**src/regfile_defs.svh**
```systemverilog
// Address map constants for the banked register file.
// Assumes 8-bit register addresses and a 4-bit bank field in the pointer.
`ifndef REGFILE_DEFS_SVH
`define REGFILE_DEFS_SVH

`define RF_PORT_LAST     8'h03
`define RF_GP_LAST       8'hef
`define RF_ESCAPE_GROUP  4'he
`define RF_LOW_GROUP     4'h0
`define RF_PTR_ADDR      8'hfd
`define RF_PTR_RESET     8'h00
`define RF_BANK_MAIN     4'h0
`define RF_BANK_TIMER    4'hd
`define RF_TPC_OFFSET    4'h3
`define RF_TPC_RSVD_MASK 8'h1f
`define RF_TPC_RESET     8'h00
`define RF_BANKD_RESET   8'h00
`define RF_PORT_RESET    8'h00

`endif

```
**src/regfile_pkg.sv**
```systemverilog
// Types shared by the register file, the operand core and the bench.
// Assumes the core presents one operand access per cycle at most.
package regfile_pkg;

  typedef enum logic [1:0] {
    MODE_DIRECT,
    MODE_WORKING,
    MODE_INDIRECT
  } addr_mode_t;

  typedef enum logic [1:0] {
    AREA_PORT,
    AREA_GENERAL,
    AREA_CONTROL,
    AREA_EXPANDED
  } area_t;

  typedef struct packed {
    logic       valid;
    logic       write;
    addr_mode_t mode;
    logic [7:0] addr;
    logic [7:0] wdata;
  } op_req_t;

  typedef struct packed {
    logic       valid;
    area_t      area;
    logic [7:0] data;
  } op_rsp_t;

endpackage : regfile_pkg

```
**src/banked_regfile.sv**
```systemverilog
// What this block does
// - Bank 0 splits into ports 0-3, storage 4-239, control 240-255.
// - Indirect access uses a full eight-bit register address; direct does too except for Ex, which names a working register.
// - Short four-bit operands see sixteen groups of sixteen registers.
// - Group select pointer gives the start of the active working group.
// - Group E0-EF is reached only by working or indirect addressing.
// - Locations 0-15 come in sixteen selectable banks; only banks 0 and D hold registers.
// - Timer controls sit in bank D; pointer 0Dh shows them as group 0.
// - Pointer 7Dh maps bank D low and working group 7 elsewhere.
// - Timer pair control bits 4..0 always read as ones.
//
// Register file address decode for an 8-bit core, with expanded banks.
// Assumes the core issues at most one access per cycle on mclk and reads
// the answer one cycle later; port pins are asynchronous to mclk.
`timescale 1ns/1ps
`include "regfile_defs.svh"
module banked_regfile
  import regfile_pkg::*;
#(
  parameter int PORTS = 4
)
(
  input  wire logic               mclk,
  input  wire logic               arst_n,
  input  wire op_req_t            req,
  output op_rsp_t                 rsp,
  input  wire logic [PORTS*8-1:0] port_pins,
  output logic      [PORTS*8-1:0] port_drive,
  output logic      [7:0]         group_select_pointer,
  output logic      [127:0]       timer_bank
);

  logic [7:0]         full_addr;
  logic               low_group;
  logic               expanded;
  logic               bank_d_hit;
  logic               ptr_hit;
  logic               port_hit;
  logic               mem_we;
  area_t              area;
  logic [PORTS*8-1:0] pin_meta;
  logic [PORTS*8-1:0] pin_sync;
  logic [7:0]         mem_rdata;
  logic [7:0]         bank_d [0:15];
  logic [7:0]         next_bank_d [0:15];
  logic [7:0]         next_pointer;
  logic [PORTS*8-1:0] next_port_drive;
  logic               rsp_valid;
  logic               next_rsp_valid;
  area_t              rsp_area;
  area_t              next_rsp_area;
  logic               rsp_from_mem;
  logic               next_rsp_from_mem;
  logic [7:0]         rsp_held;
  logic [7:0]         next_rsp_held;

  // Operand address resolution
  always_comb
  begin
    case (req.mode)
      MODE_WORKING:
        full_addr = {group_select_pointer[7:4], req.addr[3:0]};
      MODE_DIRECT:
        // Ex in an 8-bit field names a working register, not group E
        if (req.addr[7:4] == `RF_ESCAPE_GROUP)
          full_addr = {group_select_pointer[7:4], req.addr[3:0]};
        else
          full_addr = req.addr;
      MODE_INDIRECT:
        full_addr = req.addr;
      default:
        full_addr = req.addr;
    endcase
  end

  // Bank selection only touches locations 00-0F of the address space
  assign low_group  = (full_addr[7:4] == `RF_LOW_GROUP);
  assign expanded   = low_group
                      && (group_select_pointer[3:0] != `RF_BANK_MAIN);
  assign bank_d_hit = low_group
                      && (group_select_pointer[3:0] == `RF_BANK_TIMER);
  assign ptr_hit    = (full_addr == `RF_PTR_ADDR);
  assign port_hit   = !expanded && (full_addr <= `RF_PORT_LAST);
  assign mem_we     = req.valid && req.write && !expanded && !ptr_hit
                      && !port_hit;

  // Region decode of the resolved bank-0 address
  always_comb
  begin
    if (expanded)
      area = AREA_EXPANDED;
    else if (full_addr <= `RF_PORT_LAST)
      area = AREA_PORT;
    else if (full_addr <= `RF_GP_LAST)
      area = AREA_GENERAL;
    else
      area = AREA_CONTROL;
  end

  // Two flops on every port pin bit before any logic reads it
  always_ff @(posedge mclk or negedge arst_n)
  begin
    if (!arst_n)
    begin
      pin_meta <= '0;
      pin_sync <= '0;
    end
    else
    begin
      pin_meta <= port_pins;
      pin_sync <= pin_meta;
    end
  end

  ram_byte_store #(
    .AW (8),
    .DW (8)
  ) u_store (
    .mclk   (mclk),
    .arst_n (arst_n),
    .we     (mem_we),
    .addr   (full_addr),
    .wdata  (req.wdata),
    .rdata  (mem_rdata)
  );

  // Pointer, port output and bank D next values
  always_comb
  begin
    next_pointer    = group_select_pointer;
    next_port_drive = port_drive;
    for (int i = 0; i < 16; i++)
      next_bank_d[i] = bank_d[i];
    if (req.valid && req.write)
    begin
      if (bank_d_hit)
        next_bank_d[full_addr[3:0]] = req.wdata;
      else if (ptr_hit)
        next_pointer = req.wdata;
      else if (port_hit)
        next_port_drive[full_addr[1:0]*8 +: 8] = req.wdata;
    end
  end

  // Bank D registers; banks other than 0 and D are empty
  generate
    for (genvar g = 0; g < 16; g++)
    begin : g_bank_d
      always_ff @(posedge mclk or negedge arst_n)
      begin
        if (!arst_n)
          bank_d[g] <= `RF_BANKD_RESET;
        else
          bank_d[g] <= next_bank_d[g];
      end
      assign timer_bank[g*8 +: 8] = bank_d[g];
    end
  endgenerate

  always_ff @(posedge mclk or negedge arst_n)
  begin
    if (!arst_n)
    begin
      group_select_pointer <= `RF_PTR_RESET;
      port_drive           <= '0;
    end
    else
    begin
      group_select_pointer <= next_pointer;
      port_drive           <= next_port_drive;
    end
  end

  // Answer pipeline: one cycle after the request, reads and writes alike
  always_comb
  begin
    next_rsp_valid    = req.valid;
    next_rsp_area     = area;
    next_rsp_from_mem = 1'b0;
    next_rsp_held     = 8'h00;
    if (bank_d_hit)
    begin
      next_rsp_held = bank_d[full_addr[3:0]];
      if (full_addr[3:0] == `RF_TPC_OFFSET)
        next_rsp_held = next_rsp_held | `RF_TPC_RSVD_MASK;
    end
    else if (expanded)
      next_rsp_held = 8'h00;
    else if (ptr_hit)
      next_rsp_held = group_select_pointer;
    else if (port_hit)
      next_rsp_held = pin_sync[full_addr[1:0]*8 +: 8];
    else
      next_rsp_from_mem = 1'b1;
  end

  always_ff @(posedge mclk or negedge arst_n)
  begin
    if (!arst_n)
    begin
      rsp_valid    <= 1'b0;
      rsp_area     <= AREA_PORT;
      rsp_from_mem <= 1'b0;
      rsp_held     <= 8'h00;
    end
    else
    begin
      rsp_valid    <= next_rsp_valid;
      rsp_area     <= next_rsp_area;
      rsp_from_mem <= next_rsp_from_mem;
      rsp_held     <= next_rsp_held;
    end
  end

  // Both sources are flops; the mux only picks between them
  assign rsp.valid = rsp_valid;
  assign rsp.area  = rsp_area;
  assign rsp.data  = rsp_from_mem ? mem_rdata : rsp_held;
endmodule : banked_regfile

```
**src/ram_byte_store.sv**
```systemverilog
// Byte-wide storage array with one shared address and registered read.
// Assumes the caller gates the write enable; contents are not reset.
`timescale 1ns/1ps
module ram_byte_store
#(
  parameter int AW = 8,
  parameter int DW = 8
)
(
  input  wire logic          mclk,
  input  wire logic          arst_n,
  input  wire logic          we,
  input  wire logic [AW-1:0] addr,
  input  wire logic [DW-1:0] wdata,
  output logic      [DW-1:0] rdata
);

  logic [DW-1:0] store [0:(1<<AW)-1];

  // Array write; no reset so it maps onto plain RAM
  always_ff @(posedge mclk)
  begin
    if (we)
    begin
      store[addr] <= wdata;
    end
  end

  // Read data leaves from a register
  always_ff @(posedge mclk or negedge arst_n)
  begin
    if (!arst_n)
    begin
      rdata <= '0;
    end
    else
    begin
      rdata <= store[addr];
    end
  end

endmodule : ram_byte_store

```
**config.mk**
```make
export PLATFORM = sky130hd
export DESIGN_NAME = banked_regfile
export DESIGN_NICKNAME = d
export VERILOG_FILES = /design/src/regfile_pkg.sv /design/src/banked_regfile.sv /design/src/ram_byte_store.sv
export VERILOG_INCLUDE_DIRS = /design/src /design/src/src
export SDC_FILE = /design/constraint.sdc
export NUM_CORES = 2
export LEC_CHECK = 0
export ABC_AREA = 0
export BUFFER_PORTS_ARGS = -buffer_cell sky130_fd_sc_hd__buf_2
export CORE_ASPECT_RATIO = 1.25
export CORE_MARGIN = 8
export CORE_UTILIZATION = 55
export CTS_CLUSTER_DIAMETER = 100
export DETAILED_ROUTE_END_ITERATION = 16
export PLACE_DENSITY = 0.73
export SLEW_MARGIN = 20
export SYNTH_ARGS = -nofsm -noshare
export SYNTH_HDL_FRONTEND = slang
export SYNTH_SLANG_ARGS = --single-unit
```
**constraint.sdc**
```tcl
create_clock -name mclk -period 2.7 [get_ports mclk]
set_clock_uncertainty 0.1 [all_clocks]
set_input_delay 0.135 -clock mclk [delete_from_list [all_inputs] [get_ports mclk]]
set_output_delay 0.135 -clock mclk [all_outputs]
set_load 0.1 [all_outputs]
```
==> impl_metrics.json <==
{
  "critPathRequiredTime_ns": 3.30,
  "io_pins": 233,
  "timing.final.ws_setup_ns": -0.288,
  "total_leakage_power_nw": 38.4,
  "relSlewSlack_pct": 40.6,
  "cts_max_level": 4,
  "cts.path.max_buffers": 3,
  "overflow": 0,
  "yosys.area.top_type": "edfxtp_1",
  "r2r_end": "u_store.rdata[1]$_DFF_PN0_",
  "cts.sinks": 2300,
  "cp_max_fo": 5,
  "vias": 49400,
  "ys_top_cells_by_area": "edfxtp_1 69%, mux4_2 16%, dfrtp_1 7.0%, mux2_2 1.5%, nor2_1 1.1%",
  "hold_slack_ns": 0.107,
  "syn_area_um2": 89500,
  "yosysMostFrequentCell": "edfxtp_1",
  "yosys.area_share.xor_xnor_pct": 0,
  "hold_start": "req[16]",
  "fin_crit_sh_pct": 111,
  "start_util_pct": 55.4,
  "final_nets": 5326,
  "syn_to_final_growth_pct": 24.5,
  "cap_viol_max_count": 0,
  "layout_min_cycle_time_ns": 2.99,
  "synthAdderAreaFrac_pct": 0.0699,
  "synthFlopType": "edfxtp_1",
  "startpoint_type": "register",
  "reg2reg_slack_ns": -0.29,
  "async_reset_ff_share_pct": 11.0,
  "rsz0062_at_grt": "yes",
  "synthTopCellsByCount": "2048 x edfxtp_1, 621 x mux4_2, 268 x nor2_1",
  "dp_hpwl_um": 163000,
  "dieWidth_um": 377,
  "setup_tns_ns": -162.71,
  "drive_above_1_share_pct": 44.8,
  "placed_area_um2": 101000,
  "synthCells": 4110,
  "clkTransAtPathRegs_ns": 0.07,
  "synth.distinct_cells": 72,
  "final_max_slew_viol_count": 0,
  "design_area_um2": 111000,
  "ir_drop_mv": 0.679,
  "track_usage_pct": 28.7,
  "status": "complete, but fails checks",
  "power_density_nw_per_um2": 655,
  "grt_pass1_vias": 51100,
  "worstSetupEndpoint": "u_store.rdata[1]$_DFF_PN0_",
  "finalWeightedCongestion": 0.975,
  "violations": "negative setup slack",
  "design.core.area_um2": 162000,
  "clk-insertion-delay-late_ns": 0.84,
  "clock-root-buffer": "clkbuf_16",
  "std_cell_rows": 165,
  "cts_tree": "done",
  "wl_per_cell_um": 33.4,
  "first_pass_iters": 6,
  "reg2reg_from": "group_select_pointer[7]$_DFFE_PN0P_",
  "final_cells": 7617,
  "synth_compound_area_share_pct": 2.12,
  "drt_wl_total_um": 255000,
  "hold_class": "in -> reg",
  "muxShareOfSynthArea_pct": 17.8,
  "cts_buffers": 205,
  "seq_area_frac_synth_pct": 75.8,
  "ff2ff_path_depth": 10,
  "die_area_um2": 176000,
  "numPortBuffers": 232,
  "worst-endpoint-arrival_ns": 3.59,
  "synth_edf_count": 2048,
  "synth.top_cell.area_share_pct": 68.7,
  "ys_seq_elements": 2300,
  "antenna_found_initial": 2,
  "grt_start_max_net_pins": 125,
  "setup.worst_path.start": "group_select_pointer[7]$_DFFE_PN0P_",
  "synth_top_family_by_area": "multiplexers",
  "remaining_drc_errors": 0,
  "hold_violations": 0,
  "synthSimpleGateAreaFrac_pct": 2.68,
  "fmax_mhz": 335,
  "syn_avg_cell_area_um2": 21.8,
  "via_per_inst": 6.48,
  "die_y_um": 467,
  "crit_type": "reg -> reg",
  "tightest_slew_ns": 0.892,
  "finalSetupViolCount": 1829,
  "drt_iter0_markers": 6521,
  "ant_nets": 0,
  "dp.cells": 7097,
  "finalPower_mw": 73.0,
  "grt_pass1_wl_um": 363000,
  "endpoint_kind": "register",
  "ys_warn_count": 0
}
critical path: stages (launching register included):
cell,delay (ns)
dfrtp_4,0.47
and3b_1,0.19
buf_4,0.14
a32o_1,0.26
buf_4,0.20
o21ai_2,0.23
buf_4,0.23
inv_1,0.10
buf_4,0.17
a2111oi_4,0.55
nand4_1,0.21
stage by stage:
| stage | utilization (%) | worst slack (ns) |
|---|---|---|
| 2_1_floorplan | - | -0.546 |
| 6_report | 68.9 | -0.288 |
| 4_1_cts | 68.6 | -0.178 |
| 3_5_place_dp | 62.4 | -0.925 |
| 3_3_place_gp | 62.4 | -0.906 |
| 5_1_grt | 68.9 | -0.289 |
flip-flops by register name, summed over array words and instances, names as in the netlist, 2 cells and up:
signal and cells:
rsp_held 8, group_select_pointer 8, u_store.rdata 8, port_drive 32
pin_meta 32, timer_bank 128, u_store.store 2048, pin_sync 32
rsp_area 2
cell families (layout without fill, tap and decap cells):
kind of cell	count (synthesis)	in the layout
DFF	2300	2300
muxes	780	780
and+or+nand+nor	507	508
AOI/OAI and AO/OA	267	267
buffers and inverters	250	1542
adders and majority gates	5	5
other	1	44
final cells by class:
cell class / instances / area [µm²]
Antenna cell: 4 / 10.0
Clock buffer: 255 / 5420
Clock inverter: 127 / 1200
Fill cell: 9292 / 50200
Inverter: 16 / 62.6
Multi-Input combinational cell: 1600 / 22500
Sequential cell: 2300 / 67800
Tap cell: 2171 / 2720
Timing Repair Buffer: 1144 / 11700
power by group:
| part | internal, mW | switching, mW |
|---|---|---|
| combinational | 1.94 | 3.05 |
| clock | 16.0 | 13.0 |
| sequential | 38.9 | 0.0963 |
worst min path at each step:
stage                                           to  slack [ns]  cells past startpoint
6_report                u_store.rdata[5]$_DFF_PN0_        0.11                      7
5_1_grt                      rsp_held[3]$_DFF_PN0_        0.08                      5
4_1_cts                      rsp_held[3]$_DFF_PN0_        0.03                      5
3_5_place_dp                 pin_sync[0]$_DFF_PN0_        0.09                      1
3_3_place_gp                 pin_sync[0]$_DFF_PN0_        0.09                      1
2_1_floorplan  group_select_pointer[0]$_DFFE_PN0P_       -0.26                      0
routing by layer:
layer | wire, µm | track usage (%) | up-vias
met5 | 0 | 0 | -
met3 | 25600 | 6.09 | 706
met2 | 125000 | 46.9 | 3426
met4 | 17600 | 17.2 | 0
met1 | 86700 | 35.5 | 25800
li1 | - | - | 19500
what timing repair did:
action,4_1_cts,5_1_grt
pin swaps,45,38
resized for setup,462,134
hold buffers,80,0
setup buffers,45,4
endpoints found under the setup margin,1813,2166
cloned,8,0
hold endpoints to repair,2082,0
layout by cell type (no fill, tap or decap), types with 7 or more instances in the layout:
cell	instances
clkinv_2	43
mux2_2	121
buf_12	195
a22oi_1	81
clkinv_1	35
edfxtp_1	2048
bufinv_16	18
nor2b_1	8
clkinvlp_4	11
nand3_4	16
o21ai_0	32
buf_2	219
a221oi_1	9
a22o_1	20
buf_4	438
o21ai_1	15
buf_6	161
nor2_8	10
nand2b_1	8
a21oi_1	45
mux4_1	7
nand2_1	108
nor2_2	36
nor2_1	49
inv_1	15
conb_1	40
clkbuf_16	207
nand3_1	12
nand4_1	10
nand2_2	9
dlygate4sd3_1	80
nor2_4	190
dfrtp_1	244
o22ai_1	9
clkbuf_1	42
inv_6	12
buf_8	45
mux2_1	28
mux4_2	622
Power figures use the tool's default switching activity.
